### src/inc/dof_pkg.sv
// Constants, carriers and state layout of the output formatter.
package dof_pkg;

    // Register offsets on the control port.
    localparam logic [2:0] DOF_REG_CTRL = 3'h0;
    localparam logic [2:0] DOF_REG_FORMAT = 3'h1;
    localparam logic [2:0] DOF_REG_DIVIDER = 3'h2;
    localparam logic [2:0] DOF_REG_STATUS = 3'h3;

    // Control register bit positions.
    localparam int DOF_CTRL_SERIAL_EN = 0;
    localparam int DOF_CTRL_CLK_POL = 1;
    localparam int DOF_CTRL_STROBE_POL = 2;
    localparam int DOF_CTRL_PERIOD_POL = 3;
    localparam int DOF_CTRL_MUX = 4;
    localparam int DOF_CTRL_PACKED = 5;

    // Status register bit positions.
    localparam int DOF_STAT_BUSY = 0;
    localparam int DOF_STAT_OVERRUN = 1;

    // Values after reset.
    localparam logic [2:0] DOF_FORMAT_RESET = 3'h0;
    localparam logic [7:0] DOF_DIVIDER_RESET = 8'h01;

    // Output number formats as held in the format register.
    localparam logic [2:0] DOF_FMT_TRUNC8 = 3'h0;
    localparam logic [2:0] DOF_FMT_ROUND16 = 3'h1;
    localparam logic [2:0] DOF_FMT_ROUND24 = 3'h2;
    localparam logic [2:0] DOF_FMT_TRUNC32 = 3'h3;
    localparam logic [2:0] DOF_FMT_FLOAT = 3'h4;

    // Word lengths in bits of each format.
    localparam logic [6:0] DOF_LEN_8 = 7'h08;
    localparam logic [6:0] DOF_LEN_16 = 7'h10;
    localparam logic [6:0] DOF_LEN_24 = 7'h18;
    localparam logic [6:0] DOF_LEN_32 = 7'h20;
    localparam logic [6:0] DOF_LEN_FLOAT = 7'h0c;
    localparam logic [3:0] DOF_EXP_MAX = 4'hf;

    // Serial engine phases.
    typedef enum logic [1:0] {DOF_IDLE, DOF_STROBE, DOF_DATA} dof_phase_e;

    // One complex sample of both channels, full precision.
    typedef struct packed {
        logic [31:0] ia;
        logic [31:0] qa;
        logic [31:0] ib;
        logic [31:0] qb;
    } dof_sample_s;

    // Software configuration.
    typedef struct packed {
        logic serialEnable;
        logic clkPol;
        logic strobePol;
        logic periodPol;
        logic muxMode;
        logic packed_;
        logic [2:0] format;
        logic [7:0] divider;
    } dof_cfg_s;

    // Whole state of the formatter.
    typedef struct packed {
        dof_cfg_s cfg;
        logic overrun;
        logic [15:0] rdData;
        logic [7:0][15:0] seg;
        logic [15:0] parOut;
        dof_phase_e phase;
        logic [7:0] phaseCnt;
        logic [6:0] bitCnt;
        logic [6:0] wordLen;
        logic [1:0] wordsLeft;
        logic firstWord;
        logic [127:0] shiftOne;
        logic [63:0] shiftTwo;
        logic sck;
        logic strobe;
        logic lineOne;
        logic lineTwo;
        logic ready;
    } dof_state_s;

endpackage

### src/design/dof_output_formatter.sv
// Output formatter of a two-channel downconverter: number formats, serial and parallel ports.
//
// Behaviour
// - Two's complement 8/16/24/32 bit or 12-bit float.
// - Sample-ready asserts when a new period begins.
// - Serial pins high impedance until enabled.
// - Mux 0 splits channels; mux 1 shares line one.
// - I before Q on the same line.
// - Outputs change on launch edge set by polarity.
// - One-bit strobe, then word MSB first.
// - Unpacked Q follows I without idle bits.
// - Packed sends I and Q under one strobe.
// - Multiplexed second channel follows first immediately.
// - Sample-ready marks the first word of pair.
// - Bit clock is chip clock over divider plus one, over two for divider zero.
// - Float always packed: mI, eI, eQ, mQ.
// - Bit clock stops after the last bit.
// - Segment select picks one of eight segments.
// - Float upper segments 0000/e/m, lower zero.
// - Parallel port driven only while enable low.
// - Parallel offers 8, 16, 24 or full 32 bits.
// - Fixed point justified high, remaining bits zero.
// - Serial enable bit gates the pins, resets zero.
// - Strobe and ready polarity bits, 1 active low.
`timescale 1ns/1ps

module dof_output_formatter
    import dof_pkg::*;
#(
    parameter int SAMPLE_WIDTH = 32
)
(
    // Clock and reset.
    input wire logic sys_clk,
    input wire logic rst,
    // Register port.
    input wire logic [2:0] regAddr,
    input wire logic [15:0] regWrData,
    input wire logic regWrite,
    input wire logic regRead,
    output logic [15:0] regRdData,
    // Decimated samples from the filters.
    input wire logic sampleValid,
    input wire dof_sample_s sampleIn,
    // Serial port.
    output logic serialBitClock,
    output logic serialFrameStrobe,
    output logic serialLineOne,
    output logic serialLineTwo,
    output logic serialPortOe,
    // Period marker.
    output logic outputSamplePeriod,
    // Parallel port.
    input wire logic parallelEnableN,
    input wire logic [2:0] parallelSegmentSelect,
    output logic [15:0] parallelData,
    output logic parallelOe
);

    // Refuse widths that the formatting logic is not built for.
    if (SAMPLE_WIDTH != 32)
    begin : gWidthCheck
        $error("dof_output_formatter supports only 32-bit samples");
    end

    dof_state_s s;
    dof_state_s next_s;

    // Rounds or truncates a sample and justifies it into the upper bits.
    function automatic logic [31:0] fmtFixed(input logic [31:0] x, input logic [2:0] fmt);
        logic [32:0] sum;
        logic [31:0] mask;
        logic [31:0] half;
        fmtFixed = x;
        mask = 32'hffff_ffff;
        half = 32'h0000_0000;
        unique case (fmt)
            DOF_FMT_TRUNC8: mask = 32'hff00_0000;
            DOF_FMT_ROUND16: begin mask = 32'hffff_0000; half = 32'h0000_8000; end
            DOF_FMT_ROUND24: begin mask = 32'hffff_ff00; half = 32'h0000_0080; end
            default: mask = 32'hffff_ffff;
        endcase
        sum = {x[31], x} + {1'b0, half};
        if (sum[32] != sum[31])
            fmtFixed = 32'h7fff_ffff & mask; // Rounding overflow saturates to full scale.
        else
            fmtFixed = sum[31:0] & mask;
    endfunction

    // Converts a sample to exponent and mantissa: {e, m}.
    function automatic logic [11:0] fmtFloat(input logic [31:0] x);
        logic [3:0] n;
        logic [31:0] y;
        logic stop;
        n = 4'h0;
        stop = 1'b0;
        for (int i = 30; i >= 16; i--)
        begin
            if (!stop && x[i] == x[31])
                n = n + 4'h1;
            else
                stop = 1'b1;
        end
        y = x << n;
        fmtFloat = {DOF_EXP_MAX - n, y[31:24]};
    endfunction

    // Word length per component for the selected format.
    function automatic logic [6:0] compLen(input logic [2:0] fmt);
        unique case (fmt)
            DOF_FMT_TRUNC8: compLen = DOF_LEN_8;
            DOF_FMT_ROUND16: compLen = DOF_LEN_16;
            DOF_FMT_ROUND24: compLen = DOF_LEN_24;
            DOF_FMT_FLOAT: compLen = DOF_LEN_FLOAT;
            default: compLen = DOF_LEN_32;
        endcase
    endfunction

    // Formatted components, float segments and serial pairs.
    logic isFloat;
    logic joined;
    logic [6:0] len;
    logic [31:0] fIa, fQa, fIb, fQb;
    logic [11:0] eIa, eQa, eIb, eQb;
    logic [63:0] pairA, pairB;
    logic [7:0] ratioM1;
    logic [7:0] half;
    logic launch;

    assign isFloat = s.cfg.format == DOF_FMT_FLOAT;
    assign joined = s.cfg.packed_ || isFloat;
    assign len = compLen(s.cfg.format);
    assign eIa = fmtFloat(sampleIn.ia);
    assign eQa = fmtFloat(sampleIn.qa);
    assign eIb = fmtFloat(sampleIn.ib);
    assign eQb = fmtFloat(sampleIn.qb);
    // Float I carries mantissa then exponent, Q exponent then mantissa.
    assign fIa = isFloat ? {eIa[7:0], eIa[11:8], 20'h0_0000} : fmtFixed(sampleIn.ia, s.cfg.format);
    assign fQa = isFloat ? {eQa[11:8], eQa[7:0], 20'h0_0000} : fmtFixed(sampleIn.qa, s.cfg.format);
    assign fIb = isFloat ? {eIb[7:0], eIb[11:8], 20'h0_0000} : fmtFixed(sampleIn.ib, s.cfg.format);
    assign fQb = isFloat ? {eQb[11:8], eQb[7:0], 20'h0_0000} : fmtFixed(sampleIn.qb, s.cfg.format);
    // I bits first, Q bits straight after them.
    assign pairA = {fIa, 32'h0000_0000} | ({fQa, 32'h0000_0000} >> len);
    assign pairB = {fIb, 32'h0000_0000} | ({fQb, 32'h0000_0000} >> len);
    // Bit period is divider plus one clocks; a zero divider is served as two.
    assign ratioM1 = (s.cfg.divider == 8'h00) ? 8'h01 : s.cfg.divider;
    assign half = 8'((9'(ratioM1) + 9'h001) >> 1);
    assign launch = s.phaseCnt == ratioM1;

    // Next-state logic of the whole formatter.
    always_comb
    begin
        next_s = s;
        next_s.rdData = 16'h0000;
        // Register writes.
        if (regWrite)
        begin
            unique case (regAddr)
                DOF_REG_CTRL:
                begin
                    next_s.cfg.serialEnable = regWrData[DOF_CTRL_SERIAL_EN];
                    next_s.cfg.clkPol = regWrData[DOF_CTRL_CLK_POL];
                    next_s.cfg.strobePol = regWrData[DOF_CTRL_STROBE_POL];
                    next_s.cfg.periodPol = regWrData[DOF_CTRL_PERIOD_POL];
                    next_s.cfg.muxMode = regWrData[DOF_CTRL_MUX];
                    next_s.cfg.packed_ = regWrData[DOF_CTRL_PACKED];
                end
                DOF_REG_FORMAT: next_s.cfg.format = regWrData[2:0];
                DOF_REG_DIVIDER: next_s.cfg.divider = regWrData[7:0];
                default: next_s.cfg = s.cfg;
            endcase
        end
        // Register reads; a status read clears the overrun flag.
        if (regRead)
        begin
            unique case (regAddr)
                DOF_REG_CTRL: next_s.rdData = {10'h000, s.cfg.packed_, s.cfg.muxMode, s.cfg.periodPol,
                    s.cfg.strobePol, s.cfg.clkPol, s.cfg.serialEnable};
                DOF_REG_FORMAT: next_s.rdData = {13'h0000, s.cfg.format};
                DOF_REG_DIVIDER: next_s.rdData = {8'h00, s.cfg.divider};
                DOF_REG_STATUS: next_s.rdData = {14'h0000, s.overrun, s.phase != DOF_IDLE};
                default: next_s.rdData = 16'h0000;
            endcase
            if (regAddr == DOF_REG_STATUS)
                next_s.overrun = 1'b0;
        end
        // Latch parallel segments once per period.
        if (sampleValid)
        begin
            next_s.seg[0] = isFloat ? {4'h0, eIa} : fIa[31:16];
            next_s.seg[1] = isFloat ? 16'h0000 : fIa[15:0];
            next_s.seg[2] = isFloat ? {4'h0, eQa} : fQa[31:16];
            next_s.seg[3] = isFloat ? 16'h0000 : fQa[15:0];
            next_s.seg[4] = isFloat ? {4'h0, eIb} : fIb[31:16];
            next_s.seg[5] = isFloat ? 16'h0000 : fIb[15:0];
            next_s.seg[6] = isFloat ? {4'h0, eQb} : fQb[31:16];
            next_s.seg[7] = isFloat ? 16'h0000 : fQb[15:0];
        end
        next_s.parOut = s.seg[parallelSegmentSelect];
        // Serial engine: strobe bit then word bits, one per bit period.
        unique case (s.phase)
            DOF_IDLE:
            begin
                if (sampleValid)
                begin
                    next_s.phase = DOF_STROBE;
                    next_s.phaseCnt = 8'h00;
                    next_s.firstWord = 1'b1;
                    next_s.wordLen = joined ? 7'(len << 1) : len;
                    // Words after the first: 1 unpacked, 0 packed; multiplexed, 3 unpacked, 1 packed.
                    if (s.cfg.muxMode)
                        next_s.wordsLeft = joined ? 2'h1 : 2'h3;
                    else
                        next_s.wordsLeft = joined ? 2'h0 : 2'h1;
                    // Multiplexed mode puts channel B right behind channel A.
                    next_s.shiftOne = s.cfg.muxMode ? ({pairA, 64'h0} | ({pairB, 64'h0} >> (len << 1)))
                        : {pairA, 64'h0};
                    next_s.shiftTwo = s.cfg.muxMode ? 64'h0 : pairB;
                end
            end
            DOF_STROBE:
            begin
                next_s.phaseCnt = launch ? 8'h00 : s.phaseCnt + 8'h01;
                if (launch)
                begin
                    next_s.phase = DOF_DATA;
                    next_s.firstWord = 1'b0;
                    next_s.bitCnt = s.wordLen - 7'h01;
                end
            end
            DOF_DATA:
            begin
                next_s.phaseCnt = launch ? 8'h00 : s.phaseCnt + 8'h01;
                if (launch && s.bitCnt != 7'h00)
                    next_s.bitCnt = s.bitCnt - 7'h01;
                else if (launch && s.wordsLeft != 2'h0)
                begin
                    next_s.phase = DOF_STROBE;
                    next_s.wordsLeft = s.wordsLeft - 2'h1;
                end
                else if (launch)
                    next_s.phase = DOF_IDLE;
            end
            default: next_s.phase = DOF_IDLE;
        endcase
        // A sample arriving mid-transfer is not sent serially.
        if (sampleValid && s.phase != DOF_IDLE)
            next_s.overrun = 1'b1;
        // Data shifts out MSB first at each launch into a data bit.
        if (next_s.phase == DOF_DATA && (s.phase == DOF_STROBE || launch))
        begin
            next_s.lineOne = s.shiftOne[127];
            next_s.lineTwo = s.shiftTwo[63];
            next_s.shiftOne = {s.shiftOne[126:0], 1'b0};
            next_s.shiftTwo = {s.shiftTwo[62:0], 1'b0};
        end
        else if (next_s.phase != DOF_DATA)
        begin
            next_s.lineOne = 1'b0;
            next_s.lineTwo = 1'b0;
        end
        // Pin levels; the bit clock rests at its idle level between frames.
        next_s.sck = (next_s.phase == DOF_IDLE) ? next_s.cfg.clkPol
            : next_s.cfg.clkPol ^ (next_s.phaseCnt < half);
        next_s.strobe = (next_s.phase == DOF_STROBE) ^ next_s.cfg.strobePol;
        next_s.ready = (next_s.phase == DOF_STROBE && next_s.firstWord) ^ next_s.cfg.periodPol;
    end

    // State register with synchronous reset.
    always_ff @(posedge sys_clk)
    begin
        if (rst)
        begin
            s <= '0;
            s.phase <= DOF_IDLE;
            s.cfg.format <= DOF_FORMAT_RESET;
            s.cfg.divider <= DOF_DIVIDER_RESET;
        end
        else
            s <= next_s;
    end

    // Port outputs straight from flip-flops, except parallelOe, decoded from parallelEnableN.
    assign regRdData = s.rdData;
    assign serialBitClock = s.sck;
    assign serialFrameStrobe = s.strobe;
    assign serialLineOne = s.lineOne;
    assign serialLineTwo = s.lineTwo;
    assign serialPortOe = s.cfg.serialEnable;
    assign outputSamplePeriod = s.ready;
    assign parallelData = s.parOut;
    assign parallelOe = ~parallelEnableN;
endmodule

### config.mk
export PLATFORM = sky130hd
export DESIGN_NAME = dof_output_formatter
export DESIGN_NICKNAME = d
export VERILOG_FILES = /design/src/inc/dof_pkg.sv /design/src/design/dof_output_formatter.sv
export SDC_FILE = /design/constraint.sdc
export NUM_CORES = 2
export LEC_CHECK = 0
export ABC_CLOCK_PERIOD_IN_PS = 28500
export BUFFER_PORTS_ARGS = -buffer_cell sky130_fd_sc_hd__clkbuf_2
export CAP_MARGIN = 0
export CORE_UTILIZATION = 40
export DETAILED_ROUTE_END_ITERATION = 12
export GPL_ROUTABILITY_DRIVEN = 0
export SYNTH_ARGS = -nofsm -noshare
export SYNTH_HDL_FRONTEND = slang
export SYNTH_SLANG_ARGS = --single-unit
export TNS_END_PERCENT = 5
### constraint.sdc
create_clock -name sys_clk -period 28.5 [get_ports sys_clk]
set_input_delay 4.275 -clock sys_clk [delete_from_list [all_inputs] [get_ports sys_clk]]
set_output_delay 4.275 -clock sys_clk [all_outputs]
set_load 0.005 [all_outputs]
== After elaboration in Yosys (flattened, before gate mapping) ==
Index checks and enable logic that the tools add are counted.
Widths: inputs -> output; s select.

* Flip-flop bits (word level): 402
* Input bits: 156
* Output and inout bits: 39

* Add/sub/neg operators: 69
* Order comparisons: 2
* Equal/unequal tests: 81
* Shift-type cells: 7
* Mux-type cells: 174
* Bitwise operators: 12
* Reduce and logical (&&, ||, !) cells: 141

{| class="wikitable"
|+ Operators with widths
! operator !! number
|-
| $mux 192 || 2
|-
| $mux 32 || 8
|-
| $add 4x1->4 const B || 56
|-
| $mux 4 || 56
|-
| $mux 195 || 1
|-
| $mux 16 || 10
|-
| $add 33x32->33 || 4
|-
| $and 32x32->32 || 4
|-
| $mux 128 || 1
|-
| $or 128x128->128 || 1
|-
| $or 64x64->64 || 2
|-
| $shl 32x4->32 || 4
|-
| $shr 128x7->128 || 1
|-
| $shr 64x6->64 || 2
|-
| $pmux 24 s3 || 1
|-
| $mux 1 || 65
|-
| $mux 64 || 1
|-
| $logic_and 1x1->1 || 61
|-
| $eq 1x1->1 || 60
|-
| $logic_not 1->1 || 52
|-
| $bmux 16 s3 || 1
|-
| $pmux 16 s2 || 1
|-
| $pmux 8 s4 || 1
|-
| $mux 8 || 3
|-
| other kinds (39) || 88
|}

== Longest topological paths before layout ==
* Word-level depth: 53
* Mapped depth: 53
* Gate-level depth less buffers: 49

== Worst setup path after synthesis ==
Ideal clock, no wire load.

* Path type: input to register
* From: input sampleIn[95] (netlist name)
* To: register s[273] (netlist name)
* Arrival time: 13.889 ns
* Required time: 28.361 ns
* Slack: 14.472 ns
* Stages: 46
* Buffers on the path: 3
* Cells stage by stage: clkbuf_2 -> buf_2 -> buf_2 -> nor2_1 -> a211oi_1 -> ha_1 -> a21oi_1 -> nor2b_1 -> ha_1 -> mux2_2 -> ha_1 -> mux2_2 -> ha_1 -> mux2i_1 -> mux2i_1 -> o22a_1 -> ha_1 -> nand2_1 -> [10 not listed] -> ha_1 -> nor2_1 -> nor2_1 -> ha_1 -> mux2i_1 -> a21oi_1 -> ha_1 -> mux2_2 -> ha_1 -> a2111oi_0 -> a41oi_1 -> a21oi_1 -> xnor2_1 -> nor2_1 -> xnor2_1 -> mux4_2 -> a22oi_1 -> a211oi_1

* Cells in the longest elaborated chain, start to end: 44
* Elaborated cells on any way between the ends: 91
* Those cells by class: 15 x add/sub; 16 x eq/ne; 1 x shift; 32 x mux; 27 x reduce/logical

{| class="wikitable"
|+ Ends and longest elaborated chain
! what !! line !! RTL
|-
| start: declaration || dof_output_formatter.sv:44 || <nowiki>input wire dof_sample_s sampleIn,</nowiki>
|-
| branches (longest 43 deep; another with $add 4x1->4) || - ||
|-
| $mux 16 (*) || dof_output_formatter.sv:192 || <nowiki>next_s.seg[2] = isFloat ? {4'h0, eQa} : fQa[31:16];</nowiki>
|-
| end signal: assignment || dof_output_formatter.sv:280 || <nowiki>s <= next_s;</nowiki>
|-
| end: declaration || dof_output_formatter.sv:66 || <nowiki>dof_state_s s;</nowiki>
|}

Every way passes the cells marked *.
A chain may end at the register's enable or synchronous reset.

== Final worst setup path ==
* From: input sampleIn[95] (netlist name)
* To: register s[274] (netlist name)

Same word-level chain as after synthesis.

==> results.tsv <==
stage	metric	value	unit
global_route	Global Route met1 Usage	38.22	%
yosys	Synth Warn #	0	
worst_setup_path	setup slack, reg-to-reg	21050	ps
worst_setup_path	CP Launch Type	input pin	
route	Vias	31515	
worst_setup_path	cell mode on critical path	ha_1	
route	post-route ant nets	0	
floorplan	core box area	77340	um^2
final_layout	filler cell count	7962	
worst_setup_path	Levels on crit path	45	
sta	final hold slack	445.9	ps
clock_tree	Clock Sinks	392	
sta	RSZ-0062 raised after global routing	no	
yosys	register bit count reported by yosys	392	
worst_setup_path	kind of critical path	in2reg	
route	Iter 0 DRT Violations	4155	
sta	Tcrit/Tclk final	51.75	%
yosys	post-synth top area cell	dfxtp_1	
clock_tree	clock latency on the worst-skew pair	600	ps
yosys	register area share after synthesis	25.13	%
final_layout	nets	4243	
sta	min cycle time layout	14750	ps
flow_run	MaxCap Viol Count	0	
sta	final hold violations	0	
clock_tree	CTS tree	yes	
yosys	Syn Area/Cell	7.643	um^2
placed_design	PortBufs	178	
worst_setup_path	critical path startpoint	sampleIn[95]	
floorplan	Initial Utilization	40.38	%
power	Cell Pwr Density	46.56	nW/um^2
power	Leak	12.71	nW
sta	highest clock rate	67.80	MHz
route	drt pass-1 iters	6	
placed_design	Placement Setup Slack	13180	ps
final_layout	FF/Latch Area	7848	um^2
floorplan	Die X-Extent	281.4	um
global_route	largest net degree at the start of global routing	193	
clock_tree	CTS H-tree lvls	2	
final_layout	P&R area growth vs syn	8.000	%
worst_setup_path	critical register-to-register path startpoint	s[395]	
yosys	top cell type's share of synthesized area	25.13	%
route	routed vias/inst	6.205	
clock_tree	Root Buffer	clkbuf_16	
floorplan	IO Count	195	
clock_tree	TritonCTS Buffers	44	
worst_setup_path	CP max-delay cell	xnor2_2	
clock_tree	# resized after CTS	0	
floorplan	Die ar.	79200	um^2
sta	Worst-Margin Slew	1306	ps
floorplan	Placement Rows	102	
worst_setup_path	CP max FO	35	
sta	Clock Skews	31.63	ps
route	DRT Wirelength	118.4	mm
global_route	Total GRT Usage	28.80	%
power	Tot Pwr	1.571	mW
sta	Setup Viol. Count Final	0	
yosys	number of synthesized flops with an enable pin	0	
worst_setup_path	CP max stage delay	690	ps
yosys	FFs w/ async S/R, synth	0	%
global_route	first-pass GRT wire length	177.0	mm
sta	setup ws final	13750	ps
global_route	vias in the first global route	28495	
global_route	total congestion overflow	0	
worst_setup_path	CP required	28960	ps
floorplan	die height	281.4	um
final_layout	layout cells sized above 1	12.51	%
yosys	Syn Inst Count	4086	
worst_setup_path	crit path DAT	15210	ps
yosys	post-synth cell types	120	
global_route	initial antenna violation count	6	
final_layout	area occupied by multi-input gates	21340	um^2
worst_setup_path	FF-to-FF End	s[134]	
power	worst ir drop on vdd	34.62	uV
clock_tree	Worst-path clk slew	60	ps
sta	TNS Setup	0	ps
route	DR DRC count	0	
clock_tree	number of setup buffers added after CTS	0	
sta	Slew Limit Fails	0	
status	run status	completed	
global_route	grt peak-use layer	met2	
global_route	global-route track usage on met3	6.555	%
yosys	top_reg_cell synth	dfxtp_1	
placed_design	dpl hpwl	82.49	mm
worst_setup_path	Crit path max-delay family	adder cells	
clock_tree	maximum buffer depth of the clock tree	3	
clock_tree	hold_buf cts	0	
worst_setup_path	Buf/Inv on CP	1	
yosys	Post-Syn Area	31230	um^2
yosys	largest cells by area after synthesis	dfxtp_1, mux2i_1, nor2_1, nand2_1, a21oi_1	
worst_setup_path	CP endpoint kind	flip-flop	
sta	max_slew headroom	12.26	%
worst_setup_path	worst r2r path cells	20	
global_route	M2 GR Usage	44.21	%
min_path	hold crit path type	reg2reg	
worst_setup_path	Critical Path Sink	s[274]	
final_layout	utilization after layout	43.61	%
route	DR WL/cell	23.32	um
[stage by stage]
stage / area (um^2) / instances
2_1_floorplan: 31260 / 4093
3_5_place_dp: 32200 / 4999
4_1_cts: 33720 / 5077
6_report: 33730 / 5079
5_1_grt: 33720 / 5077
3_3_place_gp: 32200 / 4999
[sequential cells by signal, summed over array words and instances (netlist names)]
name                cells
serialFrameStrobe       1
outputSamplePeriod      1
s                     362
regRdData               8
serialLineOne           1
serialLineTwo           1
parallelData           16
serialBitClock          1
serialPortOe            1
[cells in the mapped netlist, types with 19 or more instances]
cell type / instances
nor2_1: 473
nand2_1: 467
dfxtp_1: 392
mux2i_1: 285
a21oi_1: 265
clkbuf_1: 223
o21ai_0: 213
nand3_1: 187
a31oi_1: 118
xnor2_1: 105
ha_1: 82
nand2b_1: 74
inv_1: 67
xor2_1: 58
nor3_1: 53
o211ai_1: 53
a221oi_1: 52
mux2_2: 52
o22ai_1: 50
and3_1: 49
a22oi_1: 47
buf_1: 44
buf_4: 42
buf_2: 41
a211oi_1: 38
mux4_2: 37
and2_1: 36
nand4_1: 34
nor2b_1: 34
a21o_1: 25
or3_1: 20
buf_6: 19
[cell usage in the layout, fill, tap and decap left out, types with 68 or more instances in the layout]
cell type    n
mux2i_1    285
nand3_1    187
nand2b_1    74
a31oi_1    118
o21ai_0    211
xnor2_1    104
nand2_1    463
buf_4       68
a21oi_1    264
nor2_1     467
clkbuf_2   176
ha_1        82
dfxtp_1    392
[metal layers]
metal	part of all wire, %	wire [um]
met1	41	49060
met2	43	51120
met3	10	12140
met4	5.1	6073
met5	0.030	36
[final cells by class]
type                            count  area share [%]
Antenna cell                        2         0.01484
Clock buffer                       62           3.917
Clock inverter                     16          0.5935
Inverter                           69          0.7679
Multi-Input combinational cell   3250           63.26
Sequential cell                   392           23.27
Tap cell                         1040           3.858
Timing Repair Buffer              248           4.322
[worst min path at each step]
stage,from,endpoint,slack [ps],cells after the start
3_5_place_dp,s[94],s[95],450,2
6_report,s[90],s[91],450,2
4_1_cts,s[90],s[91],450,2
3_3_place_gp,s[128],s[129],440,2
5_1_grt,s[135],s[135],480,2
2_1_floorplan,s[128],s[129],430,2
[kinds of logic after synthesis]
logic type / Yosys count / share of synthesized area, %
buffers and inverters: 451 / 6.907
muxes: 378 / 13.97
and+or+nand+nor: 1516 / 22.33
other: 1 / 0.01201
DFF: 392 / 25.13
AOI/OAI and AO/OA: 1098 / 23.50
xor gates and xnor gates: 168 / 4.868
adders and majority gates: 82 / 3.285
[worst reg2reg max path, cell delays in order (launching register included)]
cell and delay (ps):
dfxtp_1 500, buf_4 500, clkinv_1 140, buf_4 340, nand3_1 580, inv_1 150
ha_1 320, and4_1 210, a41oi_1 260, nor3_1 630, and2_1 250, and3_2 200
nand2_1 70, xnor2_1 120, ha_1 310, buf_4 380, nor2_1 150, nor2_1 690
o21ai_0 160, a221oi_1 1090, a41o_1 300
[where the power goes]
group / switching [mW] / internal (mW)
Sequential: 0.0118 / 0.565
Combinational: 0.251 / 0.134
Clock: 0.249 / 0.359
Note: power is estimated with default switching activity, not from simulation.
